===== src/hdl/gto_pkg.sv =====
// Purpose: Shared constants and types for the GPIB talker output engine.
// Assumes: 10 MHz core clock.
// Notes: Terminator and end-signal override codes use a 16-bit signed form.
package gto_pkg;
	localparam int CLK_HZ = 10_000_000;
	localparam logic [1:0] MODE_DMA_BIT = 2'h0;
	localparam logic [1:0] MODE_CONT_BIT = 2'h1;
	localparam logic [15:0] OVR_DEFAULT = 16'hFFFF;
	localparam logic [15:0] EOI_NEVER = 16'h0000;
	localparam logic [15:0] EOI_ALWAYS = 16'h0001;
	localparam int MAX_TARGETS = 15;
	localparam logic [4:0] TGT_CNT_W = 5'h4;
	localparam int TIMEOUT_US = 1000;
	localparam int TIMEOUT_CYC = TIMEOUT_US * (CLK_HZ / 1_000_000);
	localparam logic [7:0] CMD_TALK_BASE = 8'h40;
	localparam logic [7:0] CMD_LISTEN_BASE = 8'h20;
	localparam logic [7:0] CMD_SEC_BASE = 8'h60;
	localparam logic [7:0] ERR_NONE = 8'h00;
	localparam logic [7:0] ERR_TIMEOUT = 8'h01;
	localparam logic [7:0] ERR_HALTED = 8'h02;
	localparam logic [7:0] ERR_BAD_COUNT = 8'h03;
	typedef enum logic [2:0] {
		GTO_IDLE = 3'h0,
		GTO_ADDR = 3'h1,
		GTO_DATA = 3'h3,
		GTO_TERM = 3'h2,
		GTO_DONE = 3'h6
	} gto_state_t;
endpackage


===== src/hdl/gto_fifo.sv =====
// Purpose: Data FIFO between the host data source and the bus talker.
// Assumes: Single clock; write and read handshakes are valid and ready.
// Notes: Full and empty are exact; the reader can stall and the FIFO fills.
module gto_fifo #(
	parameter int WIDTH = 8,
	parameter int DEPTH = 32
) (
	input wire logic core_clk,
	input wire logic rst_n,
	input wire logic flush,
	input wire logic in_valid,
	output logic in_ready,
	input wire logic [WIDTH-1:0] in_data,
	output logic out_valid,
	input wire logic out_ready,
	output logic [WIDTH-1:0] out_data
);
	localparam int AW = $clog2(DEPTH);
	typedef struct packed {
		logic [AW:0] wp;
		logic [AW:0] rp;
	} gto_fifo_st_t;
	gto_fifo_st_t st, next_st;
	logic [WIDTH-1:0] mem [DEPTH];
	logic push, pop;
	assign in_ready = (st.wp - st.rp) != (AW+1)'(DEPTH);
	assign out_valid = st.wp != st.rp;
	assign out_data = mem[st.rp[AW-1:0]];
	assign push = in_valid && in_ready;
	assign pop = out_valid && out_ready;
	always_comb begin
		next_st = st;
		if (flush) begin
			next_st.wp = '0;
			next_st.rp = '0;
		end else begin
			if (push)
				next_st.wp = st.wp + 1'b1;
			if (pop)
				next_st.rp = st.rp + 1'b1;
		end
	end
	always_ff @(posedge core_clk or negedge rst_n) begin
		if (!rst_n)
			st <= '0;
		else
			st <= next_st;
	end
	// The storage itself has no reset, so it maps onto plain RAM.
	always_ff @(posedge core_clk) begin
		if (push && !flush)
			mem[st.wp[AW-1:0]] <= in_data;
	end
endmodule


===== src/hdl/gto_engine.sv =====
// Purpose: Talker output engine that sends a counted byte block onto the GPIB bus.
// Assumes: Bus pins arrive from outside the clock domain and are synchronised here.
// Notes: The three-wire handshake is run as source; ATN marks command bytes.
module gto_engine #(
	parameter int TIMEOUT_CYCLES = gto_pkg::TIMEOUT_CYC,
	parameter int FIFO_DEPTH = 32
) (
	input wire logic core_clk,
	input wire logic rst_n,
	input wire logic start,
	input wire logic [1:0] mode,
	input wire logic [31:0] byte_count,
	input wire logic dma_auto_reload,
	input wire logic halt_transfer_call,
	input wire logic timeout_enable,
	input wire logic is_active_ctl,
	input wire logic is_system_ctl,
	input wire logic skip_addressing,
	input wire logic [4:0] my_address,
	input wire logic [3:0] target_count,
	input wire logic [15:0] target_list [15],
	input wire logic [15:0] eoi_override,
	input wire logic [15:0] term1_override,
	input wire logic [15:0] term2_override,
	input wire logic def_eoi,
	input wire logic [1:0] def_term_num,
	input wire logic [7:0] def_term1,
	input wire logic [7:0] def_term2,
	input wire logic data_valid,
	output logic data_ready,
	input wire logic [7:0] data_in,
	output logic busy,
	output logic host_release,
	output logic done,
	output logic [7:0] status,
	output logic [7:0] dio_out,
	output logic dio_oe,
	output logic dav_out,
	output logic eoi_out,
	output logic atn_out,
	output logic ren_out,
	input wire logic nrfd_in,
	input wire logic ndac_in
);
	typedef struct packed {
		gto_pkg::gto_state_t fsm;
		logic [31:0] left;
		logic [31:0] total;
		logic [4:0] tgt_idx;
		logic sec_phase;
		logic talk_sent;
		logic [1:0] term_left;
		logic [7:0] t1;
		logic [7:0] t2;
		logic use_eoi;
		logic cont;
		logic reload;
		logic [31:0] tmo;
		logic released;
		logic [7:0] dio;
		logic dav;
		logic eoi;
		logic atn;
		logic ren;
		logic done;
		logic [7:0] status;
		logic [1:0] nrfd_s;
		logic [1:0] ndac_s;
	} gto_st_t;
	gto_st_t st, next_st;
	logic [7:0] fifo_data;
	logic fifo_valid, fifo_pop;
	logic busy_st, term1_def;
	logic [7:0] send_byte;
	logic send_ok, send_last, need_byte;
	// Marks a handshake step in this cycle, so the listener timeout restarts from zero.
	logic hs_step;
	gto_fifo #(.WIDTH(8), .DEPTH(FIFO_DEPTH)) u_fifo (
		.core_clk(core_clk),
		.rst_n(rst_n),
		.flush(st.fsm == gto_pkg::GTO_IDLE && start),
		.in_valid(data_valid),
		.in_ready(data_ready),
		.in_data(data_in),
		.out_valid(fifo_valid),
		.out_ready(fifo_pop),
		.out_data(fifo_data)
	);
	assign busy_st = st.fsm != gto_pkg::GTO_IDLE && st.fsm != gto_pkg::GTO_DONE;
	assign busy = busy_st;
	assign host_release = st.released;
	assign done = st.done;
	assign status = st.status;
	assign dio_out = st.dio;
	assign dio_oe = busy_st;
	assign dav_out = st.dav;
	assign eoi_out = st.eoi;
	assign atn_out = st.atn;
	assign ren_out = st.ren;
	assign term1_def = term1_override == gto_pkg::OVR_DEFAULT;
	assign fifo_pop = st.fsm == gto_pkg::GTO_DATA && !st.dav
		&& st.nrfd_s[1] == 1'b0 && fifo_valid;
	// Next byte to place on the bus and whether it closes the message.
	always_comb begin
		send_byte = fifo_data;
		send_ok = 1'b0;
		send_last = 1'b0;
		need_byte = 1'b0;
		if (st.fsm == gto_pkg::GTO_ADDR) begin
			send_ok = 1'b1;
			if (!st.talk_sent)
				send_byte = gto_pkg::CMD_TALK_BASE | {3'h0, my_address};
			else if (st.sec_phase)
				send_byte = gto_pkg::CMD_SEC_BASE | {3'h0, target_list[st.tgt_idx[3:0]][12:8]};
			else
				send_byte = gto_pkg::CMD_LISTEN_BASE | {3'h0, target_list[st.tgt_idx[3:0]][4:0]};
		end else if (st.fsm == gto_pkg::GTO_DATA) begin
			send_ok = fifo_valid;
			send_last = st.left == 32'h1 && st.term_left == 2'h0 && !st.reload;
			need_byte = 1'b1;
		end else if (st.fsm == gto_pkg::GTO_TERM) begin
			send_ok = 1'b1;
			send_byte = st.term_left == 2'h2 ? st.t1 : st.t2;
			send_last = st.term_left == 2'h1;
		end
	end
	always_comb begin
		hs_step = 1'b0;
		next_st = st;
		next_st.nrfd_s = {st.nrfd_s[0], nrfd_in};
		next_st.ndac_s = {st.ndac_s[0], ndac_in};
		next_st.done = 1'b0;
		case (st.fsm)
			gto_pkg::GTO_IDLE, gto_pkg::GTO_DONE: begin
				next_st.fsm = gto_pkg::GTO_IDLE;
				if (start) begin
					next_st.left = byte_count;
					next_st.total = byte_count;
					next_st.cont = mode[gto_pkg::MODE_CONT_BIT[0]];
					next_st.reload = mode[gto_pkg::MODE_DMA_BIT[0]] && mode[gto_pkg::MODE_CONT_BIT[0]]
						&& dma_auto_reload;
					next_st.released = 1'b0;
					next_st.tgt_idx = '0;
					next_st.sec_phase = 1'b0;
					next_st.talk_sent = 1'b0;
					next_st.tmo = '0;
					next_st.ren = 1'b0;
					next_st.status = gto_pkg::ERR_NONE;
					if (eoi_override == gto_pkg::OVR_DEFAULT)
						next_st.use_eoi = def_eoi;
					else
						next_st.use_eoi = eoi_override == gto_pkg::EOI_ALWAYS;
					if (term1_def) begin
						next_st.term_left = def_term_num;
						next_st.t1 = def_term1;
						next_st.t2 = def_term2;
					end else begin
						next_st.t1 = term1_override[7:0];
						next_st.t2 = term2_override == gto_pkg::OVR_DEFAULT ? def_term2 : term2_override[7:0];
						next_st.term_left = (term2_override == gto_pkg::OVR_DEFAULT && def_term_num < 2'h2)
							? 2'h1 : 2'h2;
					end
					if (next_st.term_left == 2'h1)
						next_st.t2 = next_st.t1;
					if (byte_count == 32'h0) begin
						next_st.fsm = gto_pkg::GTO_DONE;
						next_st.status = gto_pkg::ERR_BAD_COUNT;
						next_st.released = 1'b1;
						next_st.done = 1'b1;
					end else if (is_active_ctl && !skip_addressing && target_count != 4'h0) begin
						next_st.fsm = gto_pkg::GTO_ADDR;
						next_st.atn = 1'b1;
						next_st.ren = is_system_ctl;
					end else begin
						next_st.fsm = gto_pkg::GTO_DATA;
					end
					if (mode[gto_pkg::MODE_CONT_BIT[0]] && !timeout_enable)
						next_st.released = 1'b1;
				end
			end
			default: begin
				// Source handshake: wait NRFD low, drive DAV, wait NDAC high, drop DAV.
				if (!st.dav) begin
					if (st.nrfd_s[1] == 1'b0 && send_ok) begin
						next_st.dio = send_byte;
						next_st.dav = 1'b1;
						next_st.eoi = send_last && st.use_eoi;
						next_st.tmo = '0;
						hs_step = 1'b1;
					end
				end else if (st.ndac_s[1] == 1'b1) begin
					next_st.dav = 1'b0;
					next_st.eoi = 1'b0;
					next_st.tmo = '0;
					hs_step = 1'b1;
					if (st.cont)
						next_st.released = 1'b1;
					if (st.fsm == gto_pkg::GTO_ADDR) begin
						if (!st.talk_sent) begin
							next_st.talk_sent = 1'b1;
						end else if (!st.sec_phase && target_list[st.tgt_idx[3:0]][15:13] == 3'h0) begin
							next_st.sec_phase = 1'b1;
						end else begin
							next_st.sec_phase = 1'b0;
							next_st.tgt_idx = st.tgt_idx + 5'h1;
							if (st.tgt_idx + 5'h1 >= {1'b0, target_count}) begin
								next_st.fsm = gto_pkg::GTO_DATA;
								next_st.atn = 1'b0;
							end
						end
					end else if (st.fsm == gto_pkg::GTO_DATA) begin
						if (st.left == 32'h1) begin
							if (st.reload) begin
								next_st.left = st.total;
							end else if (st.term_left != 2'h0) begin
								next_st.fsm = gto_pkg::GTO_TERM;
								next_st.left = '0;
							end else begin
								next_st.fsm = gto_pkg::GTO_DONE;
								next_st.done = 1'b1;
							end
						end else begin
							next_st.left = st.left - 32'h1;
						end
					end else begin
						next_st.term_left = st.term_left - 2'h1;
						if (st.term_left == 2'h1) begin
							next_st.fsm = gto_pkg::GTO_DONE;
							next_st.done = 1'b1;
						end
					end
				end
				// Waiting on the host FIFO is not a listener stall, so it does not time out.
				if (!hs_step && (st.dav || !need_byte || fifo_valid) && timeout_enable) begin
					next_st.tmo = st.tmo + 32'h1;
					if (st.tmo >= 32'(TIMEOUT_CYCLES - 1)) begin
						next_st.fsm = gto_pkg::GTO_DONE;
						next_st.status = gto_pkg::ERR_TIMEOUT;
						next_st.done = 1'b1;
						next_st.dav = 1'b0;
						next_st.eoi = 1'b0;
						next_st.atn = 1'b0;
					end
				end
				if (halt_transfer_call) begin
					next_st.fsm = gto_pkg::GTO_DONE;
					next_st.status = st.reload ? gto_pkg::ERR_NONE : gto_pkg::ERR_HALTED;
					next_st.done = 1'b1;
					next_st.dav = 1'b0;
					next_st.eoi = 1'b0;
					next_st.atn = 1'b0;
				end
				if (next_st.done)
					next_st.released = 1'b1;
			end
		endcase
	end
	always_ff @(posedge core_clk or negedge rst_n) begin
		if (!rst_n) begin
			st <= '0;
			st.nrfd_s <= 2'h3;
		end else begin
			st <= next_st;
		end
	end
endmodule


===== config.mk =====
export PLATFORM = sky130hd
export DESIGN_NAME = gto_engine
export DESIGN_NICKNAME = d
export VERILOG_FILES = /design/src/hdl/gto_pkg.sv /design/src/hdl/gto_fifo.sv /design/src/hdl/gto_engine.sv
export SDC_FILE = /design/constraint.sdc
export NUM_CORES = 1
export LEC_CHECK = 0
export ABC_CLOCK_PERIOD_IN_PS = 4250
export BUFFER_PORTS_ARGS = -buffer_cell sky130_fd_sc_hd__buf_2
export CORE_MARGIN = 4
export CORE_UTILIZATION = 30
export CTS_CLUSTER_DIAMETER = 120
export DETAILED_ROUTE_END_ITERATION = 12
export PLACE_DENSITY_LB_ADDON = 0.25
export SYNTH_ARGS = -nofsm -noshare
export SYNTH_HDL_FRONTEND = slang
export SYNTH_SLANG_ARGS = --single-unit

===== constraint.sdc =====
create_clock -name core_clk -period 4.25 [get_ports core_clk]
set_clock_uncertainty 0.2 [all_clocks]
set_input_delay 0.2125 -clock core_clk [delete_from_list [all_inputs] [get_ports core_clk]]
set_output_delay 0.2125 -clock core_clk [all_outputs]
set_load 0.02 [all_outputs]

==> results of run 1 <==
[cells in the final DEF, fill, tap and decap left out, drive strengths merged, types with 20 or more instances in the layout]
cell | synthesis | final
buf | 45 | 419
edfxtp | 256 | 256
nand2 | 219 | 219
dfrtp | 157 | 157
nor2 | 110 | 110
dlygate4sd3 | 0 | 97
mux4 | 96 | 96
o21ai | 91 | 91
nor4 | 77 | 77
clkbuf | 72 | 64
a21oi | 58 | 58
nor3 | 45 | 45
mux2i | 43 | 43
nand3 | 38 | 38
inv | 32 | 35
nand4 | 33 | 33
a31oi | 30 | 30
xnor2 | 26 | 26
mux2 | 21 | 21
ha | 21 | 21
nand2b | 20 | 20
[cell type report]
type	count	area (um^2)	area share [%]
flip-flops and latches	415	11700	43.9
multi-input cells	1201	8930	33.5
repair buffers	516	3280	12.3
clock buffers	64	1290	4.84
well taps	940	1180	4.42
clock inverters	21	149	0.559
inverters	34	128	0.479
[per-stage QoR]
stage / setup TNS [ns] / cells
after detailed placement: 0 / 3009
after floorplan: -21.95 / 1767
after global placement: 0 / 3009
after CTS: 0 / 3191
final: 0 / 3191
after global routing: 0 / 3191
[worst max-delay path: cells and delay by family, from the launching register on]
kind,cells,cell delay [ns]
and+or+nand+nor,1,0.19
DFF,1,0.59
xor gates and xnor gates,1,0.10
buffers and inverters,2,0.44
AOI/OAI and AO/OA,4,1.40
adders and majority gates,1,0.36
[registers in the layout (all words and copies together), names as in the netlist]
| name | count |
|---|---|
| u_fifo.mem | 256 |
| st | 129 |
| u_fifo.st | 12 |
| dio_out | 8 |
| next_st | 2 |
| status | 2 |
| atn_out | 1 |
| dav_out | 1 |
| done | 1 |
| eoi_out | 1 |
| host_release | 1 |
| ren_out | 1 |
[power by group]
| group | switching (mW) | leakage [nW] | internal [mW] |
|---|---|---|---|
| clock network | 1.65 | 0.708 | 2.18 |
| registers | 0.669 | 4.33 | 4.98 |
| logic | 3.81 | 5.12 | 2.55 |
[metal layers]
| metal | track usage [%] | part of all wire (%) | vias to the layer above |
|---|---|---|---|
| li1 | - | - | 7728 |
| met1 | 24.0 | 44 | 8452 |
| met2 | 28.2 | 47 | 507 |
| met3 | 3.29 | 6.0 | 116 |
| met4 | 5.35 | 2.8 | 2 |
| met5 | 0 | 0.010 | - |
[cells by family after synthesis]
group,share of synthesized area (%)
other,0.0177
muxes,13.3
DFF,55.0
adders and majority gates,1.24
and+or+nand+nor,15.3
xor gates and xnor gates,1.82
AOI/OAI and AO/OA,10.1
buffers and inverters,3.15
[repair_timing]
item,CTS,global route
resized for setup,0,0
endpoints found under the hold margin,335,0
buffers inserted,0,0
hold buffers,97,0
[worst max-delay path by stage]
| stage | cells after the start | endpoint | start |
|---|---|---|---|
| after floorplan | 11 | u_fifo.mem[0][0]$_DFFE_PP_ | u_fifo.st[1]$_DFFE_PN0P_ |
| after global placement | 9 | u_fifo.mem[19][2]$_DFFE_PP_ | u_fifo.st[8]$_DFFE_PN0P_ |
| after detailed placement | 9 | u_fifo.mem[24][0]$_DFFE_PP_ | u_fifo.st[8]$_DFFE_PN0P_ |
| after CTS | 9 | u_fifo.mem[24][3]$_DFFE_PP_ | u_fifo.st[8]$_DFFE_PN0P_ |
| after global routing | 9 | u_fifo.mem[28][2]$_DFFE_PP_ | u_fifo.st[8]$_DFFE_PN0P_ |
| final | 9 | u_fifo.mem[24][3]$_DFFE_PP_ | u_fifo.st[8]$_DFFE_PN0P_ |
==> qor.csv, run 1 <==
metric,value,unit
status,"complete, no violations",
start_util,30.3,%
clock_path_buffers,3,
cts_buffers,46,
grt_pass1_wl,102,mm
path_clk_slew,0.06,ns
die_h,274,um
numClockSinks,415,
hold-path-endpoint,u_fifo.mem[20][0]$_DFFE_PP_,
synth_ff_type,edfxtp_1,
io_pins,395,
dieWidth,274,um
crit_top_cell,buf_4,
startpoint_type,flip-flop,
first_iter_violations,1264,
worstHoldPathType,primary input to flip-flop,
grt_overflow,0,
cp-end-kind,flip-flop,
r2r_end,u_fifo.mem[24][3]$_DFFE_PP_,
r2r-start,u_fifo.st[8]$_DFFE_PN0P_,
critPathMaxStageDelay,0.86,ns
max_slew.worst_pin.slew,1.15,ns
avgSynthCellArea,12.0,um^2
synth-seq-cells,415,
avgRoutedWirePerCell,21.3,um
synthesis.yosys.warnings,0,
maxCapViolCount,0,
synth_edf_count,256,
num-nets-final,2605,
grt_pass1_vias,17000,
rrSetupSlack,0.68,ns
die_area,75000,um^2
fp-row-count,97,
period_share,84.1,%
postRouteWirelength,67.8,mm
io_buffers,343,
setup-violations-final,0,
ir_drop,0.000365,V
synth_commonest_cells,"256 x edfxtp_1, 219 x nand2_1, 157 x dfrtp_1",
yosysSeqAreaShare,55.0,%
arrival,3.69,ns
drv_slew,0,
drtPass1Iterations,8,
holdCritStartpoint,data_in[0],
power_density,595,nW/um^2
stdcell_area,26600,um^2
fin_util,38.0,%
drcViolationCount,0,
grt_max_degree,84,
area_growth,25.6,%
synth_cells,1762,
rsz0062_at_grt,false,
cp_slowest_cell,o21ai_2,
layout_min_cycle_time,3.57,ns
total_power,15.8,mW
ys_async_sr_fraction,38.3,%
cts_tree,built,
grtUsageTotal,17.5,%
post_dp_cell_area,24200,um^2
antenna_found_initial,2,
synthMostInstantiatedCell,edfxtp_1,
antennaDiodeCount,0,
core_area,70000,um^2
syn_area,21200,um^2
finalHoldViolations,0,
slew_headroom,23.4,%
max_freq,280,MHz
path_max_fanout,31,
hpwl,47.5,mm
n_fill_cell,6858,
insertion_delay,0.58,ns
place.gp.congestion,0.899,
place_ws,0.751,ns
netlist_top_cells_area,"edfxtp_1 36%, dfrtp_1 19%, mux4_2 10%",
crit_path_cell_trace,"ha_1, o21ai_0, a21oi_1, o22ai_1, xnor2_1, buf_4, o21ai_2, nor4_1, buf_4",
synth_top_area_share,36.3,%
via_per_inst,5.27,
leakage,10.2,nW
whs_path_depth,1,
yosys.area.top_type,edfxtp_1,
worstPathRequired,4.37,ns
cts_max_level,2,
setup.worst_path.class,flip-flop to flip-flop,
cts_root_buffer,clkbuf_16,
drive_above_1_share,28.6,%
setup_slack,0.675,ns
reg2reg_depth,9,
ant_nets,0,
vias,16800,
yosys.cell_types.count,85,
holdWs,0.0384,ns
No activity file was read; power rests on OpenSTA's default activity.
==> run 2: changes to the inputs <==
--- a/config.mk
+++ b/config.mk
@@ -5,7 +5,7 @@
 export SDC_FILE = /design/constraint.sdc
 export NUM_CORES = 1
 export LEC_CHECK = 0
-export ABC_CLOCK_PERIOD_IN_PS = 4250
+export ABC_CLOCK_PERIOD_IN_PS = 3700
 export BUFFER_PORTS_ARGS = -buffer_cell sky130_fd_sc_hd__buf_2
 export CORE_MARGIN = 4
 export CORE_UTILIZATION = 30
==> constraint.sdc (replaced) <==
create_clock -name core_clk -period 3.7 [get_ports core_clk]
set_clock_uncertainty 0.2 [all_clocks]
set_input_delay 0.185 -clock core_clk [delete_from_list [all_inputs] [get_ports core_clk]]
set_output_delay 0.185 -clock core_clk [all_outputs]
set_load 0.02 [all_outputs]
==> qor.csv, run 2 (same netlist as run 1, synthesis figures left out) <==
metric,value,unit,change
status,"complete, no violations",,unchanged
path_delay_family,buffers and inverters,,was compound AO/OA/AOI/OAI gates
n_fill_cell,6742,,was 6858
cp-end-kind,flip-flop,,unchanged
power_density,690,nW/um^2,was 595 nW/um^2
drcViolationCount,0,,unchanged
arrival,3.58,ns,was 3.69 ns
dr_wl_met2,31.9,mm,was 32.0 mm
routed-wl-met3,3.52,mm,was 4.06 mm
startpoint_type,flip-flop,,unchanged
finalHoldViolations,0,,unchanged
final_cell_mix,"342 x buf_2, 256 x edfxtp_1, 218 x nand2_1",,unchanged
cts_buffers,47,,was 46
antenna_found_initial,1,,was 2
io_pins,395,,unchanged
avgRoutedWirePerCell,21.4,um,was 21.3 um
cts_max_level,2,,unchanged
crit_path_cell_trace,"buf_4, mux2_2, a221o_1, a21oi_1, o21ai_0, dlygate4sd3_1, a221o_1",,"was ha_1, o21ai_0, a21oi_1, o22ai_1, xnor2_1, buf_4, o21ai_2, nor4_1, buf_4"
layout_min_cycle_time,3.33,ns,was 3.57 ns
slew_headroom,35.5,%,was 23.4%
fin_tns_setup,0,ns,unchanged
start_util,30.3,%,unchanged
hpwl,49.2,mm,was 47.5 mm
via_per_inst,5.21,,was 5.27
leakage,10.2,nW,about the same
clkPwrFrac,24.6,%,was 24.2%
drtPass1Iterations,5,,was 8
rsz0062_at_grt,false,,unchanged
cts_root_buffer,clkbuf_16,,unchanged
setup-violations-final,0,,unchanged
max_slew.worst_pin.slew,0.961,ns,was 1.15 ns
ant_nets,0,,unchanged
grtUsageTotal,17.7,%,was 17.5%
fp-row-count,97,,unchanged
vias,16600,,was 16800
path_clk_slew,0.06,ns,about the same
holdWs,0.00970,ns,was 0.0384 ns
cts_setup_buffers,0,,unchanged
grt_max_degree,67,,was 84
die_area,75000,um^2,unchanged
period_share,89.9,%,was 84.1%
num-nets-final,2597,,was 2605
maxCapViolCount,0,,unchanged
numClockSinks,415,,unchanged
core_area,70000,um^2,unchanged
cp_slowest_cell,dfrtp_2,,was o21ai_2
area_growth,28.3,%,was 25.6%
io_buffers,343,,unchanged
wl_met1,30.8,mm,was 29.9 mm
setup.worst_path.class,flip-flop to flip-flop,,unchanged
dieWidth,274,um,unchanged
die_h,274,um,unchanged
multi_input_area,9400,um^2,was 8930 um^2
p_seq_share,34.5,%,was 35.7%
topRoutingLayerUsed,met4,,was met5
place.gp.congestion,0.939,,was 0.899
final_common_cell,buf_2,,unchanged
critPathMaxStageDelay,0.84,ns,was 0.86 ns
grt_pass1_vias,17000,,about the same
cp_num_buf_inv,2,,unchanged
p_sw,7.27,mW,was 6.12 mW
drive_above_1_share,29.6,%,was 28.6%
grt_overflow,0,,unchanged
hold_buffers,103,,was 97
ir_drop,0.000383,V,was 0.000365 V
postRouteWirelength,68.0,mm,was 67.8 mm
largest_reg_flops,256,,unchanged
worstPathRequired,3.96,ns,was 4.37 ns
grt_pass1_wl,104,mm,was 102 mm
crit_top_cell,a221o_1,,was buf_4
max_freq,301,MHz,was 280 MHz
worstHoldPathType,primary input to async pin,,was primary input to flip-flop
first_iter_violations,1168,,was 1264
switching_share,38.7,%,about the same
clock_path_buffers,3,,unchanged
intPower,11.5,mW,was 9.71 mW
cts_tree,built,,unchanged
drv_slew,0,,unchanged
insertion_delay,0.58,ns,about the same
combPwrFrac,40.9,%,was 40.1%
cts.repair.resized,0,,unchanged
path_max_fanout,29,,was 31
seq_area,11700,um^2,unchanged
run 2: cell count changes in the layout (fill, tap and decap cells not counted), sizes merged:
| cell | change |
|---|---|
| clkinvlp | -1 |
| dlygate4sd3 | +6 |
| clkbuf | -2 |
| inv | +1 |
| diode | +1 |
| buf | -15 |
run 2: final timing paths:
kind	startpoint	cells after the start	end	slack, ns
max	st[81]$_DFFE_PN0P_	7	dio_out[0]$_DFFE_PN0P_	0.37
min	rst_n	2	st[85]$_DFFE_PN0P_	0.01
max reg2reg	st[81]$_DFFE_PN0P_	7	dio_out[0]$_DFFE_PN0P_	0.37
min reg2reg	next_st[1]$_DFF_PN0_	0	st[1]$_DFF_PN0_	0.15
max in group asynchronous	rst_n	3	st[126]$_DFFE_PN0P_	2.34
min in group core_clk	target_list[4]	4	dio_out[4]$_DFFE_PN0P_	0.01
run 2: cell type report:
type,instances,share of cell area [%]
clock inverter,21,0.561
tap,940,4.32
clock buffer,62,5.11
antenna,1,0.00920
sequential,415,42.9
timing repair buffer,507,12.0
inverter,34,0.469
multi-input combinational,1201,34.6
run 2: metrics by stage:
stage | instances | util (%) | area [um^2] | power (mW) | setup slack (ns)
after floorplan | 1767 | - | 21700 | 11.6 | 0.0465
after global placement | 2994 | 35.2 | 24600 | 14.1 | 0.422
after detailed placement | 2994 | 35.2 | 24600 | 14.2 | 0.416
after CTS | 3180 | 38.8 | 27200 | 19.0 | 0.347
after global routing | 3180 | 38.8 | 27200 | 19.9 | 0.164
final | 3181 | 38.8 | 27200 | 18.8 | 0.375
run 2: power by group through the flow:
stage / clock, mW / combinational (mW) / sequential, mW
final: 4.62 / 7.67 / 6.48
after global routing: 4.96 / 8.38 / 6.59
after CTS: 4.75 / 7.75 / 6.47
after detailed placement: 0 / 7.61 / 6.55
after global placement: 0 / 7.54 / 6.52
after floorplan: 0 / 5.38 / 6.20
run 2: per-layer routing:
layer  global-route usage, %  vias to the layer above
met2                    28.8                      443
met5                       0                        -
met4                    5.30                        0
met3                    2.96                      102
li1                        -                     7707
met1                    24.6                     8316
